$ cat src/core/afs_consts.vh
// Purpose: Shared constants of the filter setup block.
// Assumes: Register indices are word indices; byte address is four times the index.
// Notes: Definitions only.
`ifndef AFS_CONSTS_VH
`define AFS_CONSTS_VH
`define AFS_IDX_SETUP_FIRST 6'h28
`define AFS_IDX_SETUP_LAST 6'h2F
`define AFS_IDX_STATUS 6'h0E
`define AFS_IDX_CONTROL 6'h0F
`define AFS_SETUP_RESET 16'h0500
`define AFS_CONTROL_RESET 1'h1
`define AFS_MASK_NORMAL 16'h8F7F
`define AFS_MASK_DIRECT 16'hFFFF
`define AFS_BIT_DIRECT 15
`define AFS_BIT_POST_EN 11
`define AFS_POST_SEL_HI 10
`define AFS_POST_SEL_LO 8
`define AFS_ORDER_HI 6
`define AFS_ORDER_LO 5
`define AFS_RATE_HI 4
`define AFS_RATE_LO 0
`define AFS_DECIM_HI 14
`define AFS_ORDER_SINC5 2'h0
`define AFS_ORDER_SINC3 2'h3
`define AFS_DIRECT_DIVISOR 6'h20
`endif

$ cat src/core/afs_top.v
// Purpose: Filter setup registers with Wishbone access and a channel sequencer.
// Assumes: Channel enables and the setup number of the current channel come from same-clock logic.
// Notes: Every access is acknowledged two cycles after it is seen.
`timescale 1ns/1ps
`include "afs_consts.vh"
module afs_top (
   input wire clk_i,
   input wire rst_i,
   // Wishbone slave port.
   input wire wb_cyc_i,
   input wire wb_stb_i,
   input wire wb_we_i,
   input wire [7:0] wb_adr_i,
   input wire [3:0] wb_sel_i,
   input wire [31:0] wb_dat_i,
   output reg [31:0] wb_dat_o,
   output reg wb_ack_o,
   // Sequencer link to the converter.
   input wire [15:0] chan_enable_i,
   input wire [2:0] ch_setup_i,
   input wire conv_done_i,
   output reg [3:0] channel_o,
   output reg conv_start_o,
   output reg conv_abort_o,
   output reg restart_o,
   output reg running_o,
   // Settings of the conversion in progress.
   output reg [2:0] cfg_setup_o,
   output reg cfg_direct_o,
   output reg cfg_sinc3_o,
   output reg cfg_post_on_o,
   output reg [2:0] cfg_post_sel_o,
   output reg [14:0] cfg_decim_o,
   output reg [4:0] cfg_rate_code_o,
   output reg [23:0] cfg_rate_centi_o,
   output reg [9:0] cfg_settle_o
);
   // Register map by word index; the byte address is four times it.
   // 0x28 to 0x2F: filter setup words 0 to 7, in the low half of the data bus.
   // 0x0E: status, read only. Bit 9 abort seen, bit 8 running,
   // bits 7 to 5 active setup, bits 4 to 1 channel, bit 0 zero.
   // 0x0F: control. Bit 0 lets the sequencer run; it is set out of reset.
   // Any other index is acked, reads zero and drops writes,
   // so a stray host access never hangs the bus.
   //
   // Bus timing: a request is taken at the edge that sees cyc and stb
   // with no access in flight. The next edge writes the word or
   // registers the read data, and ack is high for the cycle after it.
   // Requests in the busy or ack cycle are ignored, so a master that
   // holds stb until it sees ack gets exactly one access.
   // The answer time depends neither on sel nor on the register.
   //
   // Sequencer: IDLE waits for the enable and an enabled channel.
   // LOAD gives the setup memory a cycle to present the new word,
   // APPLY lets the decoder settle, and the edge leaving APPLY
   // latches the settings and pulses conv_start_o. A done pulse in
   // RUN steps to the next enabled channel. A setup write sends the
   // sequencer back to LOAD on the lowest enabled channel from any
   // state while the enable is set, so a stored change never waits for a slow conversion.
   //
   // Reset: every setup word returns to its default, the enable is
   // set and all outputs are low; with a channel enabled the
   // sequencer leaves IDLE at the first edge after release.
   //
   // Limitation: each setup write costs one restart, so software that
   // rewrites an unchanged word still loses the conversion in flight.
   // Sequencer states, one-hot.
   localparam ST_IDLE = 4'h1;
   localparam ST_LOAD = 4'h2;
   localparam ST_APPLY = 4'h4;
   localparam ST_RUN = 4'h8;

   // Captured request, control state and sequencer registers.
   reg [3:0] state_reg;
   reg [3:0] state_next;
   reg busy_reg;
   reg [5:0] idx_reg;
   reg we_reg;
   reg [3:0] sel_reg;
   reg [15:0] wdata_reg;
   reg enable_reg;
   reg abort_seen_reg;
   reg [3:0] channel_next;
   reg [15:0] merged;
   reg [15:0] masked;

   // Bus decode and helper nets.
   wire [5:0] idx = wb_adr_i[7:2];
   // The busy and ack cycles are excluded, so a held strobe counts once.
   wire req = wb_cyc_i && wb_stb_i && !busy_reg && !wb_ack_o;
   wire hit_setup = (idx_reg >= `AFS_IDX_SETUP_FIRST) && (idx_reg <= `AFS_IDX_SETUP_LAST);
   wire hit_status = (idx_reg == `AFS_IDX_STATUS);
   wire hit_control = (idx_reg == `AFS_IDX_CONTROL);
   wire [2:0] setup_sel = idx_reg[2:0];
   wire finish = busy_reg;
   wire setup_write = finish && we_reg && hit_setup;
   wire control_write = finish && we_reg && hit_control && sel_reg[0];
   wire any_enabled = |chan_enable_i;
   wire [15:0] bus_word;
   wire [15:0] flt_word;
   wire dec_direct;
   wire dec_sinc3;
   wire dec_post_on;
   wire [14:0] dec_decim;
   wire [23:0] dec_rate;
   wire [9:0] dec_settle;
   // The edge leaving APPLY both starts a conversion and latches its settings.
   wire leave_apply = (state_reg == ST_APPLY) && (state_next == ST_RUN);
   wire status_read = finish && !we_reg && hit_status;
   // Status layout in one place; the upper bits are always zero.
   wire [31:0] status_word = {22'h00000, abort_seen_reg, running_o, cfg_setup_o, channel_o, 1'b0};

   // Lowest enabled channel, the start of every restarted sequence.
   // The scan runs downwards, so the lowest set bit is the last hit.
   function [3:0] first_chan;
      input [15:0] en;
      integer k;
      begin
         first_chan = 4'h0;
         for (k = 15; k >= 0; k = k - 1) begin
            if (en[k]) begin
               first_chan = k[3:0];
            end
         end
      end
   endfunction

   // Next enabled channel above the current one, wrapping to the lowest.
   // An empty mask gives zero; the sequencer is parked in IDLE then.
   function [3:0] next_chan;
      input [15:0] en;
      input [3:0] cur;
      integer k;
      reg found;
      begin
         found = 1'b0;
         next_chan = first_chan(en);
         for (k = 0; k < 16; k = k + 1) begin
            if (!found && en[k] && (k > cur)) begin
               next_chan = k[3:0];
               found = 1'b1;
            end
         end
      end
   endfunction

   // Setup storage. The bus port is addressed straight from the bus,
   // the filter port by the setup number of the current channel.
   afs_setup_mem u_mem (
      .clk_i(clk_i),
      .rst_i(rst_i),
      .we_i(setup_write),
      .wr_addr_i(setup_sel),
      .wr_data_i(masked),
      .bus_addr_i(idx[2:0]),
      .bus_data_o(bus_word),
      .flt_addr_i(ch_setup_i),
      .flt_data_o(flt_word)
   );

   // The decoder sees the word of the current channel's setup.
   afs_decode u_dec (
      .word_i(flt_word),
      .direct_o(dec_direct),
      .sinc3_o(dec_sinc3),
      .post_on_o(dec_post_on),
      .decim_o(dec_decim),
      .rate_centi_o(dec_rate),
      .settle_o(dec_settle)
   );

   // Bus request capture. The memory reads the addressed word at this same edge, so
   // the stored word is ready when the access finishes one cycle later.
   // Only the low half of the write data is kept; no register is wider.
   always @(posedge clk_i) begin
      if (rst_i) begin
         busy_reg <= 1'b0;
         idx_reg <= 6'h00;
         we_reg <= 1'b0;
         sel_reg <= 4'h0;
         wdata_reg <= 16'h0000;
      end else if (req) begin
         busy_reg <= 1'b1;
         idx_reg <= idx;
         we_reg <= wb_we_i;
         sel_reg <= wb_sel_i;
         wdata_reg <= wb_dat_i[15:0];
      end else if (finish) begin
         busy_reg <= 1'b0;
      end
   end

   // Byte lanes merge into the stored word, then reserved bits are forced low.
   // The mask follows the merged direct bit, since in direct mode bits 14 to 12 carry ratio.
   // A partial write keeps the other lane from storage, which is why the
   // memory must show the addressed word by the finishing cycle.
   always @* begin
      merged = bus_word;
      if (sel_reg[0]) begin
         merged[7:0] = wdata_reg[7:0];
      end
      if (sel_reg[1]) begin
         merged[15:8] = wdata_reg[15:8];
      end
      if (merged[`AFS_BIT_DIRECT]) begin
         masked = merged & `AFS_MASK_DIRECT;
      end else begin
         masked = merged & `AFS_MASK_NORMAL;
      end
   end

   // Acknowledge and read data; unmapped indices read zero and ignore writes.
   // Read data hold after ack until the next read finishes, for a slow master.
   // Ack is registered from the finishing cycle, a fixed two cycles after the request.
   always @(posedge clk_i) begin
      if (rst_i) begin
         wb_ack_o <= 1'b0;
         wb_dat_o <= 32'h00000000;
      end else begin
         wb_ack_o <= finish;
         if (finish && !we_reg) begin
            if (hit_setup) begin
               wb_dat_o <= {16'h0000, bus_word};
            end else if (hit_status) begin
               wb_dat_o <= status_word;
            end else if (hit_control) begin
               wb_dat_o <= {31'h00000000, enable_reg};
            end else begin
               wb_dat_o <= 32'h00000000;
            end
         end
      end
   end

   // Control register: bit 0 lets the sequencer run.
   // Clearing it parks the sequencer; setup words can still be written.
   always @(posedge clk_i) begin
      if (rst_i) begin
         enable_reg <= `AFS_CONTROL_RESET;
      end else if (control_write) begin
         enable_reg <= wdata_reg[0];
      end
   end

   // Sticky abort flag, cleared by a status read; a new abort wins over the clear.
   // It tells software that a write cut a running conversion short.
   always @(posedge clk_i) begin
      if (rst_i) begin
         abort_seen_reg <= 1'b0;
      end else if (setup_write && running_o) begin
         abort_seen_reg <= 1'b1;
      end else if (status_read) begin
         abort_seen_reg <= 1'b0;
      end
   end

   // Sequencer next state. The enable and the channel mask are checked last and win over
   // a setup write: a write while parked still lands in storage and takes effect at the
   // next start.
   always @* begin
      state_next = state_reg;
      channel_next = channel_o;
      case (state_reg)
         ST_IDLE: begin
            if (enable_reg && any_enabled) begin
               state_next = ST_LOAD;
               channel_next = first_chan(chan_enable_i);
            end
         end
         ST_LOAD: begin
            state_next = ST_APPLY;
         end
         ST_APPLY: begin
            state_next = ST_RUN;
         end
         ST_RUN: begin
            if (conv_done_i) begin
               state_next = ST_LOAD;
               channel_next = next_chan(chan_enable_i, channel_o);
            end
         end
         default: begin
            state_next = ST_IDLE;
         end
      endcase
      if (!enable_reg || !any_enabled) begin
         state_next = ST_IDLE;
      end else if (setup_write) begin
         state_next = ST_LOAD;
         channel_next = first_chan(chan_enable_i);
      end
   end

   // Sequencer registers and the one-cycle event outputs.
   // conv_abort_o fires only in RUN; in LOAD or APPLY there is nothing to cut short.
   // running_o follows the next state, so it rises with conv_start_o.
   // A done in the same cycle as a setup write is lost; the restart wins.
   always @(posedge clk_i) begin
      if (rst_i) begin
         state_reg <= ST_IDLE;
         channel_o <= 4'h0;
         conv_start_o <= 1'b0;
         conv_abort_o <= 1'b0;
         restart_o <= 1'b0;
         running_o <= 1'b0;
      end else begin
         state_reg <= state_next;
         channel_o <= channel_next;
         conv_start_o <= leave_apply;
         conv_abort_o <= setup_write && (state_reg == ST_RUN);
         restart_o <= setup_write;
         running_o <= (state_next == ST_RUN);
      end
   end

   // Active settings latch only as a conversion starts, so a stored change waits for the restart.
   // Select and rate fields pass as stored, so the converter can apply its own
   // multichannel table; direct mode and postfilter flags come from the decoder.
   // One set of settings per conversion keeps the filter from changing mid result.
   always @(posedge clk_i) begin
      if (rst_i) begin
         cfg_setup_o <= 3'h0;
         cfg_direct_o <= 1'b0;
         cfg_sinc3_o <= 1'b0;
         cfg_post_on_o <= 1'b0;
         cfg_post_sel_o <= 3'h0;
         cfg_decim_o <= 15'h0000;
         cfg_rate_code_o <= 5'h00;
         cfg_rate_centi_o <= 24'h000000;
         cfg_settle_o <= 10'h000;
      end else if (leave_apply) begin
         cfg_setup_o <= ch_setup_i;
         cfg_direct_o <= dec_direct;
         cfg_sinc3_o <= dec_sinc3;
         cfg_post_on_o <= dec_post_on;
         cfg_post_sel_o <= flt_word[`AFS_POST_SEL_HI:`AFS_POST_SEL_LO];
         cfg_decim_o <= dec_decim;
         cfg_rate_code_o <= flt_word[`AFS_RATE_HI:`AFS_RATE_LO];
         cfg_rate_centi_o <= dec_rate;
         cfg_settle_o <= dec_settle;
      end
   end
endmodule

$ cat src/core/afs_setup_mem.v
// Purpose: Storage for the eight filter setup words.
// Assumes: Writer has already masked reserved bits.
// Notes: Both read ports come out of registers, one cycle after the address.
`timescale 1ns/1ps
`include "afs_consts.vh"
module afs_setup_mem (
   input wire clk_i,
   input wire rst_i,
   input wire we_i,
   input wire [2:0] wr_addr_i,
   input wire [15:0] wr_data_i,
   input wire [2:0] bus_addr_i,
   output reg [15:0] bus_data_o,
   input wire [2:0] flt_addr_i,
   output reg [15:0] flt_data_o
);
   reg [15:0] word_reg [0:7];
   genvar g;

   // Each word resets and loads on its own.
   generate
      for (g = 0; g < 8; g = g + 1) begin : gen_word
         always @(posedge clk_i) begin
            if (rst_i) begin
               word_reg[g] <= `AFS_SETUP_RESET;
            end else if (we_i && (wr_addr_i == g)) begin
               word_reg[g] <= wr_data_i;
            end
         end
      end
   endgenerate

   // Registered reads keep the outputs free of decode glitches.
   always @(posedge clk_i) begin
      if (rst_i) begin
         bus_data_o <= `AFS_SETUP_RESET;
         flt_data_o <= `AFS_SETUP_RESET;
      end else begin
         bus_data_o <= word_reg[bus_addr_i];
         flt_data_o <= word_reg[flt_addr_i];
      end
   end
endmodule

$ cat src/core/afs_decode.v
// Purpose: Turns one setup word into the filter settings it selects.
// Assumes: Input word is stable; output is combinational.
// Notes: Rates are in hundredths of SPS, settling in tenths of ms.
`timescale 1ns/1ps
`include "afs_consts.vh"
module afs_decode (
   input wire [15:0] word_i,
   output wire direct_o,
   output wire sinc3_o,
   output wire post_on_o,
   output wire [14:0] decim_o,
   output reg [23:0] rate_centi_o,
   output reg [9:0] settle_o
);
   wire [1:0] order = word_i[`AFS_ORDER_HI:`AFS_ORDER_LO];
   wire [4:0] code = word_i[`AFS_RATE_HI:`AFS_RATE_LO];
   wire [2:0] psel = word_i[`AFS_POST_SEL_HI:`AFS_POST_SEL_LO];
   wire s3 = (order == `AFS_ORDER_SINC3);
   reg [23:0] base;

   assign direct_o = word_i[`AFS_BIT_DIRECT];
   assign sinc3_o = direct_o | s3;
   assign post_on_o = !direct_o && word_i[`AFS_BIT_POST_EN] && (order == `AFS_ORDER_SINC5);
   // Direct ratio; rate is modulator rate over this times 32, computed outside.
   assign decim_o = direct_o ? word_i[`AFS_DECIM_HI:0] : 15'h0000;

   // Rate table for a single channel; sinc3 entries differ slightly.
   always @* begin
      case (code)
         5'h00, 5'h01: base = 24'hBEBC20;
         5'h02, 5'h03: base = 24'h5F5E10;
         5'h04: base = 24'h2FAF08;
         5'h05: base = 24'h2625A0;
         5'h06: base = 24'h17D784;
         5'h07: base = s3 ? 24'h0FE506 : 24'h0FDAD8;
         5'h08: base = s3 ? 24'h07A120 : 24'h079EC8;
         5'h09: base = s3 ? 24'h03D090 : 24'h03CFC8;
         5'h0A: base = 24'h0186A0;
         5'h0B: base = 24'h00C350;
         5'h0C: base = s3 ? 24'h009C7C : 24'h009A7E;
         5'h0D: base = 24'h004E20;
         5'h0E: base = 24'h002710;
         5'h0F: base = 24'h001763;
         5'h10: base = s3 ? 24'h001388 : 24'h001380;
         5'h11: base = 24'h0007D0;
         5'h12: base = 24'h000683;
         5'h13: base = 24'h0003E8;
         5'h14: base = 24'h0001F4;
         5'h15, 5'h16: base = 24'h0000FA;
         default: base = 24'h000000;
      endcase
      rate_centi_o = base;
      settle_o = 10'h000;
      if (direct_o) begin
         rate_centi_o = 24'h000000;
      end else if (post_on_o) begin
         case (psel)
            3'h2: begin
               rate_centi_o = 24'h000A8C;
               settle_o = 10'h16F;
            end
            3'h3: begin
               rate_centi_o = 24'h0009C4;
               settle_o = 10'h190;
            end
            3'h5: begin
               rate_centi_o = 24'h0007D0;
               settle_o = 10'h1F4;
            end
            3'h6: begin
               rate_centi_o = 24'h000683;
               settle_o = 10'h258;
            end
            default: begin
               rate_centi_o = base;
               settle_o = 10'h000;
            end
         endcase
      end
   end
endmodule

$ cat config.mk
export PLATFORM = sky130hd
export DESIGN_NAME = afs_top
export DESIGN_NICKNAME = d
export VERILOG_FILES = /design/src/core/afs_top.v /design/src/core/afs_setup_mem.v /design/src/core/afs_decode.v
export VERILOG_INCLUDE_DIRS = /design/src /design/src/core
export SDC_FILE = /design/constraint.sdc
export NUM_CORES = 1
export LEC_CHECK = 0
export ABC_AREA = 1
export BUFFER_PORTS_ARGS = -buffer_cell sky130_fd_sc_hd__buf_4
export CAP_MARGIN = 10
export CORE_MARGIN = 2
export CORE_UTILIZATION = 35
export DETAILED_ROUTE_END_ITERATION = 10
export MAX_ROUTING_LAYER = met4
export PLACE_DENSITY = 0.61
export REMOVE_ABC_BUFFERS = 1
export SKIP_CTS_REPAIR_TIMING = 1
export SYNTH_ARGS = -nofsm -noshare
export SYNTH_HDL_FRONTEND = slang
export SYNTH_SLANG_ARGS = --single-unit
$ cat constraint.sdc
create_clock -name clk_i -period 7.6 [get_ports clk_i]
set_input_delay 1.52 -clock clk_i [delete_from_list [all_inputs] [get_ports clk_i]]
set_output_delay 1.52 -clock clk_i [all_outputs]
set_load 0.02 [all_outputs]
==> out/summary.txt <==
Inserted Clock Buffers: 30
status: complete, no violations
flop-to-flop setup slack: 4.23 ns
most numerous cell in the Yosys netlist: nor2_1
Max stage delay cell, worst path: buf_4
first-pass GRT wire length: 63,600 um
CP required: 8.02 ns
Reg clk slew, reported paths: 0.06 ns
wire per inst: 17.9 um
site row count: 71
final setup violation count: 0
Post-synth top cells: nor2_1, o21ai_0, nand2_1
Syn Area/Cell: 7.90 um^2
Placed Cells: 2,268
H-tree levels: 1
DRC errors left: 0
largest net degree at the start of global routing: 111
initial core utilization: 0.356
Pre-Repair DR Iteration Count: 6
Final GP Congestion: 0.898
Buf+Inv Stages, Crit Path: 3
min-delay src: u_mem.bus_data_o[10]$_SDFF_PP1_
Max-cap violations: 0
register area: 6850 um^2
post-DP HPWL: 27,300 um
clk buf depth: 3
drt via density: 5.30
post-synthesis cell type with the largest combined area: edfxtp_1
clk_lat worst skew: 0.59 ns
CTS tree: built
Synth Area in Adders: 0
Layout area overhead: 17.0%
CP arrival: 4.11 ns
Post-Route WL: 41,500 um
Worst VDD drop: 0.129 mV
die extent in y: 200 um
Tcrit/Tclk final: 0.485
initial antenna violation count: 0
Largest register FFs: 128
critical path depth in cells: 12
simple-gate share of the synthesized area: 0.204
# diodes: 0
worst r2r src: state_reg[1]$_SDFF_PP0_
crit path cell chain: buf_4 > nor4_1 > inv_1 > nor2_1 > nand4_1 > nand2_1 > nor2_1 > nand2_2 > buf_4 > nor2_1 > o21ai_0 > a31oi_1
Root Driver: clkbuf_16
CTS sink cnt: 278
WS Path Type: in -> reg
WHS Endpoint: wb_dat_o[10]$_SDFFE_PP0P_
Mapped Cells: 1,702
crit path time final: 3.69 ns
CP Capture Type: register
Slew Viols, Final: 0
Fill cells: 3,813
Pwr Density: 219 nW/um^2
fmax: 271 MHz
count of buffers from port buffering: 136
Synth cell types: 49
largest cells by area after synthesis: edfxtp_1, dfxtp_1, o21ai_0, nor2_1, nand2_1
Crit path max-delay family: simple AND/OR/NAND/NOR gates
GRT Residual Overflow: 0
mux contribution to synthesized area: 0.0104
reg-to-reg endpoint: cfg_rate_centi_o[1]$_SDFFE_PP0P_
synthesized area: 13,500 um^2
Floorplan Core Area: 37,800 um^2
worst hold path cell count: 2
Final #Nets: 1,858
Seq cells post-synth: 278
RSZ-0062 raised after global routing: no
complex-gate fraction of the synthesized area: 0.191
XOR/XNOR share of the synthesized area: 0
post-route ant nets: 0
Worst path most repeated cell: nor2_1
crit path launch type: input pin
EDFF count, synth: 128
Fin. Hold Viols: 0
CP max stage delay: 0.48 ns
Via Count: 12,300
largest family of logic cells by synthesized area: simple AND/OR/NAND/NOR gates
Die W: 200 um
Slew headroom: 0.210
Lkg Pwr: 6.17 nW
gr usage total: 0.211
Fin Setup TNS: 0 ns
sequential fraction of the synthesis area: 0.509
Async SR Flop Fraction: 0
non-filler cells, final: 2,323
layout cells sized above 1: 0.128
Top FF cell, synth: dfxtp_1
Die Area: 40,000 um^2
Crit Path Max Fanout: 52
type of the tightest min-delay check: reg -> reg
post-synth top area share: 0.286
Ports: 173
Worst Skew: 0.0304 ns
slew of the pin with the lowest slew margin: 1.18 ns
vias in the first global route: 11,700
worst r2r path cells: 12
area of the multi-input gates: 5530 um^2
synth warn: 0
DRT iter0 DRCs: 1,028
-- cell type report --
class,count,area share
Inverter,176,0.0420
Clock buffer,44,0.0556
Sequential cell,278,0.435
Multi-Input combinational cell,1153,0.351
Timing Repair Buffer,150,0.0715
Tap cell,511,0.0406
Clock inverter,11,0.00405
-- worst reg2reg max path: stages, from the launching register on --
cell     delay [ns]
dfxtp_1        0.32
nor2_1         0.09
inv_1          0.06
nor3_1         0.30
inv_1          0.10
nor2_1         0.35
o21ai_0        0.20
nor2_1         0.16
nand2_2        0.16
buf_4          0.33
nor2_1         0.70
o21ai_0        0.29
a31oi_1        0.22
-- layer usage --
| layer | up-vias | global-route usage | share of wire |
|---|---|---|---|
| met5 | - | - | 0 |
| met4 | 0 | 0.0664 | 0.026 |
| met3 | 84 | 0.0282 | 0.077 |
| met2 | 526 | 0.346 | 0.47 |
| met1 | 5768 | 0.271 | 0.43 |
| li1 | 5923 | - | - |
-- placed cells by master (no fill, tap or decap), types with 4 or more instances in the layout --
| cell type | instances |
|---|---|
| nor2_1 | 282 |
| o21ai_0 | 230 |
| nand2_1 | 228 |
| inv_1 | 151 |
| dfxtp_1 | 150 |
| buf_4 | 150 |
| a21oi_1 | 133 |
| edfxtp_1 | 128 |
| nand3_1 | 84 |
| a31oi_1 | 42 |
| clkbuf_16 | 31 |
| o211ai_1 | 30 |
| nor3_1 | 26 |
| inv_2 | 17 |
| conb_1 | 16 |
| mux2i_1 | 14 |
| nor4_1 | 12 |
| clkinv_1 | 9 |
| clkinv_2 | 9 |
| clkbuf_1 | 8 |
| nand3b_1 | 5 |
| clkbuf_8 | 5 |
| o21ai_2 | 4 |
| a211oi_1 | 4 |
| nand4_1 | 4 |
-- report_power, final --
part	switching, W	total, W	internal [W]
registers	0.0000454	0.00166	0.00162
clock network	0.000596	0.00139	0.000793
logic	0.000280	0.000400	0.000120
-- cells by family (layout without fill, tap and decap cells) --
kind of cell,Yosys count,count (layout)
buffers and inverters,286,381
AO/OA/AOI/OAI,466,466
flip-flops,278,278
multiplexers,14,14
AND/OR/NAND/NOR,657,657
other,1,16
-- stage by stage --
step / instance area (um^2) / total power, W / hold slack [ns] / utilization / worst slack [ns]
finish: 15700 / 0.00345 / 0.460 / 0.417 / 3.91
global route: 15700 / 0.00358 / 0.483 / 0.417 / 3.55
detailed placement: 14800 / 0.00209 / 0.454 / 0.392 / 3.35
floorplan: 13000 / 0.00192 / 0.431 / - / 2.70
CTS: 15700 / 0.00347 / 0.465 / 0.417 / 3.94
global placement: 14800 / 0.00208 / 0.448 / 0.392 / 3.36
-- how the worst max path moves through the flow --
stage                     slack (ns)                          endpoint             start
after CTS                       3.94  cfg_rate_centi_o[0]$_SDFFE_PP0P_  chan_enable_i[9]
after global placement          3.36  cfg_rate_centi_o[1]$_SDFFE_PP0P_  chan_enable_i[9]
after detailed placement        3.35  cfg_rate_centi_o[1]$_SDFFE_PP0P_  chan_enable_i[9]
after global routing            3.55  cfg_rate_centi_o[1]$_SDFFE_PP0P_  chan_enable_i[9]
final                           3.91  cfg_rate_centi_o[1]$_SDFFE_PP0P_  chan_enable_i[9]
after floorplan                 2.70       cfg_setup_o[2]$_SDFFE_PP0P_  chan_enable_i[9]
Power figures use the tool's default switching activity.
